--- src/logic/snc_pkg.sv ---
/*
  Shared constants, types and table lookups for the sinc-cubed decimation filter.
  Assumes a single master clock domain and an AXI4-Lite master on the register side.
*/
`default_nettype none

package snc_pkg;

  // Modulator rate is the master clock divided by this figure.
  localparam int MOD_DIV      = 128;
  localparam int DIV_W        = $clog2(MOD_DIV);
  localparam int MCLK_REF_HZ  = 2457600;
  localparam int FMOD_REF_HZ  = MCLK_REF_HZ / MOD_DIV;

  // First notch (and output word rate) for each rate-select code, at the reference clock.
  localparam int RATE_0_HZ    = 50;
  localparam int RATE_1_HZ    = 60;
  localparam int RATE_2_HZ    = 100;
  localparam int RATE_3_HZ    = 500;

  localparam int STAGES       = 3;
  localparam int N_W          = 9;
  localparam int ACC_W        = 28;
  localparam int RECIP_W      = 26;
  localparam int RECIP_FRAC   = 40;
  localparam int OUT_W        = 16;
  localparam int SCALED_W     = OUT_W + 1;
  localparam int SCALE_SHIFT  = RECIP_FRAC - OUT_W;

  localparam logic [N_W-1:0] N_0 = N_W'(FMOD_REF_HZ / RATE_0_HZ);
  localparam logic [N_W-1:0] N_1 = N_W'(FMOD_REF_HZ / RATE_1_HZ);
  localparam logic [N_W-1:0] N_2 = N_W'(FMOD_REF_HZ / RATE_2_HZ);
  localparam logic [N_W-1:0] N_3 = N_W'(FMOD_REF_HZ / RATE_3_HZ);

  localparam int SYNC_SETTLE_PERIODS = 3;
  localparam int STEP_SETTLE_PERIODS = 4;
  localparam int DISCARD_W           = 3;

  localparam int AXI_AW                 = 8;
  localparam logic [AXI_AW-1:0] REG_CTRL_OFF   = 8'h00;
  localparam logic [AXI_AW-1:0] REG_STATUS_OFF = 8'h04;
  localparam logic [AXI_AW-1:0] REG_DATA_OFF   = 8'h08;
  localparam int CTRL_RATE_LO_BIT       = 0;
  localparam int CTRL_RATE_HI_BIT       = 1;
  localparam int CTRL_BIPOLAR_BIT       = 2;
  localparam int CTRL_SYNC_BIT          = 3;
  localparam int STATUS_READY_BIT       = 0;
  localparam int STATUS_SETTLED_BIT     = 1;
  localparam logic [1:0] RESP_OKAY      = 2'h0;
  localparam logic [1:0] RESP_SLVERR    = 2'h2;
  localparam logic [SCALED_W-1:0] HALF_SCALE = 17'h08000;
  localparam logic [OUT_W-1:0]    FULL_CODE  = 16'hFFFF;

  typedef struct packed {
    logic       bipolar;
    logic [1:0] rate;
  } snc_ctrl_s;

  localparam snc_ctrl_s CTRL_RESET = '{bipolar: 1'b0, rate: 2'h0};

  typedef enum logic [1:0] {
    ST_FLUSH = 2'h0,
    ST_LAST  = 2'h1,
    ST_VALID = 2'h3
  } snc_state_e;

  typedef enum logic [1:0] {
    REG_CTRL   = 2'h0,
    REG_STATUS = 2'h1,
    REG_DATA   = 2'h2,
    REG_NONE   = 2'h3
  } snc_reg_e;

  function automatic logic [RECIP_W-1:0] recip_calc(input logic [N_W-1:0] n);
    longint c;
    c = longint'(n) * longint'(n) * longint'(n);
    return RECIP_W'((longint'(1) << RECIP_FRAC) / c);
  endfunction

  localparam logic [RECIP_W-1:0] RECIP_0 = recip_calc(N_0);
  localparam logic [RECIP_W-1:0] RECIP_1 = recip_calc(N_1);
  localparam logic [RECIP_W-1:0] RECIP_2 = recip_calc(N_2);
  localparam logic [RECIP_W-1:0] RECIP_3 = recip_calc(N_3);

  function automatic logic [N_W-1:0] n_of_rate(input logic [1:0] rate);
    case (rate)
      2'h0:    return N_0;
      2'h1:    return N_1;
      2'h2:    return N_2;
      default: return N_3;
    endcase
  endfunction

  function automatic logic [RECIP_W-1:0] recip_of_rate(input logic [1:0] rate);
    case (rate)
      2'h0:    return RECIP_0;
      2'h1:    return RECIP_1;
      2'h2:    return RECIP_2;
      default: return RECIP_3;
    endcase
  endfunction

endpackage

`default_nettype wire

--- src/logic/snc_integrator.sv ---
/*
  Three cascaded integrators running at the modulator sample rate.
  Assumes sample_i is a one-cycle strobe and bit_i is already synchronised.
*/
`timescale 1ns/100ps
`default_nettype none

module snc_integrator
(
  input  wire logic                      clock_i,
  input  wire logic                      reset_i,
  input  wire logic                      clear_i,
  input  wire logic                      sample_i,
  input  wire logic                      bit_i,
  output logic [snc_pkg::ACC_W-1:0]      acc_o
);

  logic [snc_pkg::ACC_W-1:0] acc  [snc_pkg::STAGES];
  logic [snc_pkg::ACC_W-1:0] feed [snc_pkg::STAGES];

  assign feed[0] = {{(snc_pkg::ACC_W-1){1'b0}}, bit_i};

  // Wrap-around is harmless: the combs difference it away while the width covers N cubed.
  genvar g;
  generate
    for (g = 0; g < snc_pkg::STAGES; g++)
    begin : g_stage
      if (g > 0)
      begin : g_feed
        assign feed[g] = acc[g-1];
      end
      always_ff @(posedge clock_i)
      begin
        if (reset_i || clear_i)
          acc[g] <= '0;
        else if (sample_i)
          acc[g] <= acc[g] + feed[g];
      end
    end
  endgenerate

  assign acc_o = acc[snc_pkg::STAGES-1];

endmodule

`default_nettype wire

--- src/logic/snc_comb.sv ---
/*
  Three cascaded combs running at the decimated rate.
  Assumes take_i strobes once per output period, one cycle after the integrators moved.
*/
`timescale 1ns/100ps
`default_nettype none

module snc_comb
(
  input  wire logic                      clock_i,
  input  wire logic                      reset_i,
  input  wire logic                      clear_i,
  input  wire logic                      take_i,
  input  wire logic [snc_pkg::ACC_W-1:0] acc_i,
  output logic [snc_pkg::ACC_W-1:0]      result_o,
  output logic                           valid_o
);

  logic [snc_pkg::ACC_W-1:0] diff [snc_pkg::STAGES+1];
  logic [snc_pkg::ACC_W-1:0] prev [snc_pkg::STAGES];

  assign diff[0] = acc_i;

  genvar g;
  generate
    for (g = 0; g < snc_pkg::STAGES; g++)
    begin : g_stage
      assign diff[g+1] = diff[g] - prev[g];
      always_ff @(posedge clock_i)
      begin
        if (reset_i || clear_i)
          prev[g] <= '0;
        else if (take_i)
          prev[g] <= diff[g];
      end
    end
  endgenerate

  always_ff @(posedge clock_i)
  begin
    if (reset_i)
      result_o <= '0;
    else if (take_i)
      result_o <= diff[snc_pkg::STAGES];
  end

  always_ff @(posedge clock_i)
  begin
    if (reset_i)
      valid_o <= 1'b0;
    else
      valid_o <= take_i && !clear_i;
  end

endmodule

`default_nettype wire

--- src/logic/snc_decimator.sv ---
/*
  Sinc-cubed decimation filter with an AXI4-Lite register slave.
  Assumes mod_bit_i arrives asynchronously from the modulator, which is clocked by mod_clk_o.
*/
// Behaviour
// Polarity bit changes only output coding (a polarity-only write also clears ready and restarts four-period settling)
// Three cascaded running sums of N
// N is modulator rate over word rate
// Rate field sets notch, same shape
// Notches at multiples of first notch
// Datapath headroom beyond nominal full scale
// Unsynchronised change: up to four periods invalid
// Filter sync: valid after three periods
// No rejection near sample-rate multiples
// Modulator samples at master clock/128
// Rate field spans 50 to 500 Hz
// Each period loads word, flags ready
`timescale 1ns/100ps
`default_nettype none

module snc_decimator
(
  input  wire logic                       clock_i,
  input  wire logic                       reset_i,
  input  wire logic [snc_pkg::AXI_AW-1:0] s_axi_awaddr_i,
  input  wire logic                       s_axi_awvalid_i,
  output logic                            s_axi_awready_o,
  input  wire logic [31:0]                s_axi_wdata_i,
  input  wire logic [3:0]                 s_axi_wstrb_i,
  input  wire logic                       s_axi_wvalid_i,
  output logic                            s_axi_wready_o,
  output logic [1:0]                      s_axi_bresp_o,
  output logic                            s_axi_bvalid_o,
  input  wire logic                       s_axi_bready_i,
  input  wire logic [snc_pkg::AXI_AW-1:0] s_axi_araddr_i,
  input  wire logic                       s_axi_arvalid_i,
  output logic                            s_axi_arready_o,
  output logic [31:0]                     s_axi_rdata_o,
  output logic [1:0]                      s_axi_rresp_o,
  output logic                            s_axi_rvalid_o,
  input  wire logic                       s_axi_rready_i,
  input  wire logic                       mod_bit_i,
  output logic                            mod_clk_o,
  output logic                            data_ready_o
);

  localparam int MOD_PERIOD = snc_pkg::MOD_DIV;

  function automatic snc_pkg::snc_reg_e reg_of(input logic [snc_pkg::AXI_AW-1:0] addr);
    if (addr == snc_pkg::REG_CTRL_OFF)
      return snc_pkg::REG_CTRL;
    else if (addr == snc_pkg::REG_STATUS_OFF)
      return snc_pkg::REG_STATUS;
    else if (addr == snc_pkg::REG_DATA_OFF)
      return snc_pkg::REG_DATA;
    else
      return snc_pkg::REG_NONE;
  endfunction

  function automatic logic [snc_pkg::OUT_W-1:0] code_of(input logic [snc_pkg::SCALED_W-1:0] s,
                                                        input logic                         bipolar);
    logic [snc_pkg::SCALED_W:0] u;
    // Doubling with the low bit copied lets a full-density input reach the top code.
    u = {(s - snc_pkg::HALF_SCALE), s[0]};
    if (bipolar)
      return (s > {1'b0, snc_pkg::FULL_CODE}) ? snc_pkg::FULL_CODE : s[snc_pkg::OUT_W-1:0];
    else if (s < snc_pkg::HALF_SCALE)
      return '0;
    else if (u > {2'b00, snc_pkg::FULL_CODE})
      return snc_pkg::FULL_CODE;
    else
      return u[snc_pkg::OUT_W-1:0];
  endfunction

  logic [1:0]                         bit_sync;
  logic [snc_pkg::DIV_W-1:0]          div_cnt;
  logic                               sample_stb;
  logic [snc_pkg::N_W-1:0]            dec_cnt;
  logic                               decim_stb;
  snc_pkg::snc_ctrl_s                 ctrl;
  snc_pkg::snc_ctrl_s                 next_ctrl;
  logic                               sync_pulse;
  logic                               step_pulse;
  logic [snc_pkg::N_W-1:0]            n_sel;
  logic [snc_pkg::RECIP_W-1:0]        recip_sel;
  logic [snc_pkg::ACC_W-1:0]          integ_acc;
  logic [snc_pkg::ACC_W-1:0]          comb_out;
  logic                               comb_valid;
  logic [snc_pkg::SCALED_W-1:0]       scaled;
  logic                               scaled_valid;
  snc_pkg::snc_state_e                state;
  logic [snc_pkg::DISCARD_W-1:0]      discard_left;
  logic                               load_pulse;
  logic [snc_pkg::OUT_W-1:0]          data_word;
  logic                               aw_got;
  logic                               w_got;
  logic [snc_pkg::AXI_AW-1:0]         awaddr_q;
  logic [31:0]                        wdata_q;
  logic [3:0]                         wstrb_q;
  logic                               wr_fire;
  logic                               rd_fire;
  logic                               ctrl_wr;
  logic                               data_rd;

  assign n_sel     = snc_pkg::n_of_rate(ctrl.rate);
  assign recip_sel = snc_pkg::recip_of_rate(ctrl.rate);
  assign wr_fire   = aw_got && w_got && !s_axi_bvalid_o;
  assign rd_fire   = s_axi_arvalid_i && s_axi_arready_o;
  assign ctrl_wr   = wr_fire && (reg_of(awaddr_q) == snc_pkg::REG_CTRL) && wstrb_q[0];
  assign data_rd   = rd_fire && (reg_of(s_axi_araddr_i) == snc_pkg::REG_DATA);
  assign next_ctrl = '{bipolar: wdata_q[snc_pkg::CTRL_BIPOLAR_BIT],
                       rate: {wdata_q[snc_pkg::CTRL_RATE_HI_BIT], wdata_q[snc_pkg::CTRL_RATE_LO_BIT]}};

  // The first stage is read only by the second, to keep metastability out of the sum.
  always_ff @(posedge clock_i)
  begin
    if (reset_i)
      bit_sync <= 2'h0;
    else
      bit_sync <= {bit_sync[0], mod_bit_i};
  end

  always_ff @(posedge clock_i)
  begin
    if (reset_i)
    begin
      div_cnt    <= '0;
      sample_stb <= 1'b0;
      mod_clk_o  <= 1'b0;
    end
    else
    begin
      div_cnt    <= div_cnt + 1'b1;
      sample_stb <= (div_cnt == snc_pkg::DIV_W'(snc_pkg::MOD_DIV - 1));
      mod_clk_o  <= div_cnt[snc_pkg::DIV_W-1];
    end
  end

  // Counting with >= lets a shorter ratio take over cleanly after a rate change.
  always_ff @(posedge clock_i)
  begin
    if (reset_i || sync_pulse)
    begin
      dec_cnt   <= '0;
      decim_stb <= 1'b0;
    end
    else
    begin
      decim_stb <= sample_stb && (dec_cnt >= n_sel - 1'b1);
      if (sample_stb)
        dec_cnt <= (dec_cnt >= n_sel - 1'b1) ? '0 : dec_cnt + 1'b1;
    end
  end

  snc_integrator u_integrator
  (
    .clock_i  (clock_i),
    .reset_i  (reset_i),
    .clear_i  (sync_pulse),
    .sample_i (sample_stb),
    .bit_i    (bit_sync[1]),
    .acc_o    (integ_acc)
  );

  snc_comb u_comb
  (
    .clock_i  (clock_i),
    .reset_i  (reset_i),
    .clear_i  (sync_pulse),
    .take_i   (decim_stb),
    .acc_i    (integ_acc),
    .result_o (comb_out),
    .valid_o  (comb_valid)
  );

  // Scaling by a per-rate reciprocal keeps the response shape the same at every rate; no
  // rejection is added near sample-rate multiples, so those bands still pass.
  always_ff @(posedge clock_i)
  begin
    if (reset_i)
    begin
      scaled       <= '0;
      scaled_valid <= 1'b0;
    end
    else
    begin
      scaled_valid <= comb_valid && !sync_pulse;
      if (comb_valid)
        scaled <= snc_pkg::SCALED_W'((64'(comb_out) * 64'(recip_sel)) >> snc_pkg::SCALE_SHIFT);
    end
  end

  assign load_pulse = scaled_valid && (state != snc_pkg::ST_FLUSH);

  always_ff @(posedge clock_i)
  begin
    if (reset_i || sync_pulse)
    begin
      state        <= snc_pkg::ST_FLUSH;
      discard_left <= snc_pkg::DISCARD_W'(snc_pkg::SYNC_SETTLE_PERIODS - 1);
    end
    else if (step_pulse)
    begin
      state        <= snc_pkg::ST_FLUSH;
      discard_left <= snc_pkg::DISCARD_W'(snc_pkg::STEP_SETTLE_PERIODS - 1);
    end
    else if (scaled_valid)
    begin
      case (state)
        snc_pkg::ST_FLUSH:
        begin
          if (discard_left == snc_pkg::DISCARD_W'(1))
            state <= snc_pkg::ST_LAST;
          else
            discard_left <= discard_left - 1'b1;
        end
        snc_pkg::ST_LAST:
          state <= snc_pkg::ST_VALID;
        default:
          state <= snc_pkg::ST_VALID;
      endcase
    end
  end

  always_ff @(posedge clock_i)
  begin
    if (reset_i)
      data_word <= '0;
    else if (load_pulse)
      data_word <= code_of(scaled, ctrl.bipolar);
  end

  // A new word in the same cycle as a data read keeps the flag set.
  always_ff @(posedge clock_i)
  begin
    if (reset_i || sync_pulse || step_pulse)
      data_ready_o <= 1'b0;
    else if (load_pulse)
      data_ready_o <= 1'b1;
    else if (data_rd)
      data_ready_o <= 1'b0;
  end

  always_ff @(posedge clock_i)
  begin
    if (reset_i)
    begin
      ctrl       <= snc_pkg::CTRL_RESET;
      sync_pulse <= 1'b0;
      step_pulse <= 1'b0;
    end
    else
    begin
      sync_pulse <= ctrl_wr && wdata_q[snc_pkg::CTRL_SYNC_BIT];
      step_pulse <= ctrl_wr && !wdata_q[snc_pkg::CTRL_SYNC_BIT] && (next_ctrl != ctrl);
      if (ctrl_wr)
        ctrl <= next_ctrl;
    end
  end

  always_ff @(posedge clock_i)
  begin
    if (reset_i)
    begin
      s_axi_awready_o <= 1'b0;
      aw_got          <= 1'b0;
      awaddr_q        <= '0;
    end
    else if (s_axi_awvalid_i && s_axi_awready_o)
    begin
      s_axi_awready_o <= 1'b0;
      aw_got          <= 1'b1;
      awaddr_q        <= s_axi_awaddr_i;
    end
    else if (s_axi_bvalid_o && s_axi_bready_i)
      aw_got <= 1'b0;
    else if (!aw_got && !s_axi_bvalid_o)
      s_axi_awready_o <= 1'b1;
  end

  always_ff @(posedge clock_i)
  begin
    if (reset_i)
    begin
      s_axi_wready_o <= 1'b0;
      w_got          <= 1'b0;
      wdata_q        <= '0;
      wstrb_q        <= '0;
    end
    else if (s_axi_wvalid_i && s_axi_wready_o)
    begin
      s_axi_wready_o <= 1'b0;
      w_got          <= 1'b1;
      wdata_q        <= s_axi_wdata_i;
      wstrb_q        <= s_axi_wstrb_i;
    end
    else if (s_axi_bvalid_o && s_axi_bready_i)
      w_got <= 1'b0;
    else if (!w_got && !s_axi_bvalid_o)
      s_axi_wready_o <= 1'b1;
  end

  always_ff @(posedge clock_i)
  begin
    if (reset_i)
    begin
      s_axi_bvalid_o <= 1'b0;
      s_axi_bresp_o  <= snc_pkg::RESP_OKAY;
    end
    else if (s_axi_bvalid_o && s_axi_bready_i)
      s_axi_bvalid_o <= 1'b0;
    else if (wr_fire)
    begin
      s_axi_bvalid_o <= 1'b1;
      s_axi_bresp_o  <= (reg_of(awaddr_q) == snc_pkg::REG_NONE) ? snc_pkg::RESP_SLVERR : snc_pkg::RESP_OKAY;
    end
  end

  always_ff @(posedge clock_i)
  begin
    if (reset_i)
    begin
      s_axi_arready_o <= 1'b0;
      s_axi_rvalid_o  <= 1'b0;
      s_axi_rdata_o   <= '0;
      s_axi_rresp_o   <= snc_pkg::RESP_OKAY;
    end
    else if (rd_fire)
    begin
      s_axi_arready_o <= 1'b0;
      s_axi_rvalid_o  <= 1'b1;
      s_axi_rresp_o   <= snc_pkg::RESP_OKAY;
      s_axi_rdata_o   <= '0;
      if (reg_of(s_axi_araddr_i) == snc_pkg::REG_CTRL)
        s_axi_rdata_o[snc_pkg::CTRL_BIPOLAR_BIT:0] <= {ctrl.bipolar, ctrl.rate};
      else if (reg_of(s_axi_araddr_i) == snc_pkg::REG_STATUS)
      begin
        s_axi_rdata_o[snc_pkg::STATUS_READY_BIT]   <= data_ready_o;
        s_axi_rdata_o[snc_pkg::STATUS_SETTLED_BIT] <= (state == snc_pkg::ST_VALID);
      end
      else if (reg_of(s_axi_araddr_i) == snc_pkg::REG_DATA)
        s_axi_rdata_o[snc_pkg::OUT_W-1:0] <= data_word;
      else
        s_axi_rresp_o <= snc_pkg::RESP_SLVERR;
    end
    else if (s_axi_rvalid_o && s_axi_rready_i)
      s_axi_rvalid_o <= 1'b0;
    else if (!s_axi_rvalid_o)
      s_axi_arready_o <= 1'b1;
  end

  sample_period_a: assert property (@(posedge clock_i) disable iff (reset_i)
    sample_stb |-> ##MOD_PERIOD sample_stb)
    else $error("modulator sample spacing is not the divider period");

  decim_ratio_a: assert property (@(posedge clock_i) disable iff (reset_i)
    (sample_stb && dec_cnt == n_sel - 1'b1 && !sync_pulse) |=> decim_stb)
    else $error("decimation strobe missing after N samples");

  word_load_a: assert property (@(posedge clock_i) disable iff (reset_i)
    (decim_stb && state == snc_pkg::ST_VALID && !sync_pulse && !step_pulse
      ##1 !sync_pulse && !step_pulse ##1 !sync_pulse && !step_pulse)
      |-> (load_pulse ##1 data_ready_o))
    else $error("period end did not load a word");

  sync_flush_a: assert property (@(posedge clock_i) disable iff (reset_i)
    sync_pulse |=> (state == snc_pkg::ST_FLUSH && discard_left == 2'h2 && !data_ready_o))
    else $error("sync did not restart settling");

  step_flush_a: assert property (@(posedge clock_i) disable iff (reset_i)
    (step_pulse && !sync_pulse) |=> (state == snc_pkg::ST_FLUSH && discard_left == 3'h3))
    else $error("rate change did not invalidate output");

  bipolar_code_a: assert property (@(posedge clock_i) disable iff (reset_i)
    (load_pulse && ctrl.bipolar && scaled <= 17'h0FFFF) |=> data_word == $past(scaled[15:0]))
    else $error("bipolar coding wrong");

  unipolar_floor_a: assert property (@(posedge clock_i) disable iff (reset_i)
    (load_pulse && !ctrl.bipolar && scaled < 17'h08000) |=> data_word == 16'h0000)
    else $error("unipolar coding wrong below midscale");

  headroom_a: assert property (@(posedge clock_i) disable iff (reset_i)
    (comb_valid && state == snc_pkg::ST_VALID) |-> comb_out <= 28'(n_sel) * n_sel * n_sel)
    else $error("filter sum exceeded N cubed");

  flush_quiet_a: assert property (@(posedge clock_i) disable iff (reset_i)
    (state == snc_pkg::ST_FLUSH) |-> !load_pulse)
    else $error("word presented while settling");

  bresp_hold_a: assert property (@(posedge clock_i) disable iff (reset_i)
    (s_axi_bvalid_o && !s_axi_bready_i) |=> (s_axi_bvalid_o && $stable(s_axi_bresp_o)))
    else $error("write response dropped before taken");

endmodule

`default_nettype wire

--- config.mk ---
export PLATFORM = sky130hd
export DESIGN_NAME = snc_decimator
export DESIGN_NICKNAME = d
export VERILOG_FILES = /design/src/logic/snc_pkg.sv /design/src/logic/snc_integrator.sv /design/src/logic/snc_comb.sv /design/src/logic/snc_decimator.sv
export SDC_FILE = /design/constraint.sdc
export NUM_CORES = 2
export LEC_CHECK = 0
export ABC_AREA = 1
export BUFFER_PORTS_ARGS = -buffer_cell sky130_fd_sc_hd__buf_4
export CORE_ASPECT_RATIO = 0.8
export CORE_MARGIN = 1.5
export CORE_UTILIZATION = 55
export DETAILED_ROUTE_END_ITERATION = 8
export HOLD_SLACK_MARGIN = 0.12
export PLACE_DENSITY = 0.72
export SLEW_MARGIN = 10
export SYNTH_ARGS = -nofsm -noshare
export SYNTH_HDL_FRONTEND = slang
export SYNTH_SLANG_ARGS = --single-unit
--- constraint.sdc ---
create_clock -name clock_i -period 20.7 [get_ports clock_i]
set_input_delay 1.035 -clock clock_i [delete_from_list [all_inputs] [get_ports clock_i]]
set_output_delay 1.035 -clock clock_i [all_outputs]
set_load 0.02 [all_outputs]
==> impl_metrics.tcl <==
set metrics [dict create \
    gr-usage-all-layers_pct 29.1 \
    gp_congestion 0.970 \
    cts.htree.levels 2 \
    irDropWorstVdd_v 0.0000595 \
    antenna_found_initial 0 \
    ff2ff_path_depth 31 \
    cts_max_path_buffers 3 \
    dieArea_sq_um 67600 \
    slew_viol_final 0 \
    slowest_stage "ha_2" \
    fmax_mhz 111 \
    routedWlPerCell_um 17.2 \
    start_util_pct 55.5 \
    grt_pass1_wl_um 154000 \
    setup_viol 0 \
    die_w_um 290 \
    cts_root_buf "clkbuf_16" \
    crit_start "ctrl[1]" \
    cts_hold_buf 0 \
    io_pins 103 \
    wl_um 95300 \
    postCtsSetupBuffers 0 \
    stdcell_count 5528 \
    synth_area_sq_um 36300 \
    relSlewSlack_pct 26.1 \
    cts_tree "done" \
    synth-async-reset-ratio_pct 0 \
    io_buffers 53 \
    grt_setup_unrepaired "no" \
    synth-simple-area-share_pct 15.5 \
    viasPerCell 5.31 \
    synth_top_family_by_area "adder cells" \
    cts_resized 0 \
    synthTopCellsByArea "fa_1, edfxtp_1, ha_1" \
    nets 5488 \
    reg2reg_slack_ps 11660 \
    row_count 84 \
    drive_above_1_share_pct 3.81 \
    cp-start-kind "register" \
    crit_fanout 34 \
    coreArea_sq_um 65500 \
    min_from "bit_sync[0]" \
    synthAdderAreaFrac_pct 35.5 \
    leakage_uw 0.0200 \
    reg2reg_from "ctrl[1]" \
    whs_ps 399 \
    die_y_um 233 \
    fin_crit_ps 9040 \
    yosys_warnings 0 \
    cp-end-kind "register" \
    fin_setup_tns_ps 0 \
    dpl.hpwl_um 78800 \
    final_antenna_net_count 0 \
    worstMarginPinSlew_ps 1110 \
    synthCells 4610 \
    yosysUniqueCellTypes 62 \
    r2r-end "scaled[14]" \
    crit_path_max_incr_delay_ps 580 \
    placed_cells 5462 \
    required_ps 21230 \
    crit_type "register to register" \
    syn2layout_area_growth_pct 7.00 \
    yosys.area.top_type "fa_1" \
    power_density_nw_per_um2 46.9 \
    holdPathEnd "bit_sync[1]" \
    finalCritPeriodShare_pct 43.7 \
    yosysMostFrequentCell "inv_1" \
    vias 29300 \
    synth-edff-count 168 \
    cts_buffers 36 \
    min_path_cells 2 \
    avgSynthCellArea_sq_um 7.88 \
    ys.flop_type "edfxtp_1" \
    seq_area_frac_synth_pct 21.2 \
    path_clk_slew_ps 60 \
    status "completed" \
    hold_path.class "register to register" \
    clock_latency_ps 590 \
    diodes 0 \
    worst_ep_arrival_time_ps 9570 \
    first_global_vias 28600 \
    drcViolationCount 0 \
    synth_top_area_share_pct 22.4 \
    crit_top_cell "inv_1" \
    cap_violations 0 \
    skew_ps 24.8 \
    synth_seq_cells 301 \
    hold_viol_final 0 \
    synth_common_cells "inv_1, nand2_1, nor2_1, fa_1, ha_1" \
    grt_max_degree 86 \
    cts.sinks 301 \
    synth_xor_area_share_pct 2.28 \
    first_pass_iters 6 \
    grt_overflow 0 \
    dr.first_iter.drc_count 2661 \
    synth_compound_area_share_pct 11.2 \
    synthMuxAreaShare_pct 0 \
]
## logic make-up after synthesis
group | Yosys count
other cells | 1
buf+inv | 1360
xor+xnor | 93
compound gates | 718
fa+ha+maj | 788
flops | 301
simple gates | 1349
## state kept, by name, indices dropped and copies added, names as in the netlist, 2 cells and up
signal	cells
awaddr_q	8
div_cnt	7
bit_sync	2
s_axi_rdata_o	16
scaled	17
state	2
dec_cnt	9
data_word	16
u_comb.prev	84
wdata_q	4
u_integrator.acc	84
discard_left	3
ctrl	3
u_comb.result_o	28
## cells in the final DEF (no fill, tap or decap), types with 6 or more instances in the layout
master	Yosys	routed
o221ai_1	6	6
nand3_1	119	119
conb_1	1	18
o21bai_1	23	23
xnor2_1	25	25
fa_1	406	406
a31oi_1	22	22
dfxtp_1	133	133
bufinv_16	0	6
nor3_1	39	39
nor4_1	9	9
clkinv_1	10	12
a31o_2	6	6
o211ai_1	17	17
edfxtp_1	168	168
nand2_2	7	7
buf_4	19	67
o31ai_1	8	8
inv_1	1254	1254
nand4_1	38	38
o22ai_1	6	6
nor2_1	496	496
o21a_1	26	26
clkbuf_16	0	38
ha_1	382	381
a21oi_1	320	320
xor2_1	67	67
nor2_4	7	7
clkinv_2	0	8
nor2_2	6	6
nor3b_1	6	6
o21ai_0	215	215
a21boi_0	12	12
nand2_1	596	594
a21o_1	27	27
a221oi_1	8	8
## cell type report
type | count | area (sq um)
clock buffer | 44 | 983
clock inverter | 22 | 320
fill | 5979 | 26600
inverter | 1268 | 4760
multi-input combinational | 2966 | 23500
sequential | 301 | 7710
tap | 860 | 1080
timing repair buffer | 67 | 503
## worst max-delay path, delay by kind of cell, from the launching register on
kind	cells	cell delay (ps)
buffers and inverters	12	2280
and+or+nand+nor	7	1560
adders and majority gates	9	4530
DFF	1	300
AOI/OAI and AO/OA	3	250
## report_power, final
part | switching [uW] | leakage, uW | internal [uW]
logic | 307 | 0.0165 | 150
registers | 12.5 | 0.00282 | 644
clock network | 287 | 0.000635 | 420
total | 607 | 0.0200 | 1210
## metrics by stage
stage	total power (uW)	util [%]	cell area (sq um)	setup slack, ps
floorplan	995	-	36400	13640
global placement	1110	57.3	37500	11840
detailed placement	1120	57.3	37500	11820
CTS	1830	59.3	38900	11820
global route	1910	59.3	38900	11210
finish	1820	59.3	38900	11660
## per-layer routing
layer	GRT usage [%]	routed length, um
met5	0	0
met4	5.86	1580
met3	6.31	9180
met2	42.6	38800
met1	44.0	45800
## worst max path at each step
| stage | endpoint |
|---|---|
| 5_1_grt | scaled[14] |
| 2_1_floorplan | scaled[12] |
| 4_1_cts | scaled[14] |
| 3_5_place_dp | scaled[14] |
| 6_report | scaled[14] |
| 3_3_place_gp | scaled[14] |
(Power assumes the default switching activity.)
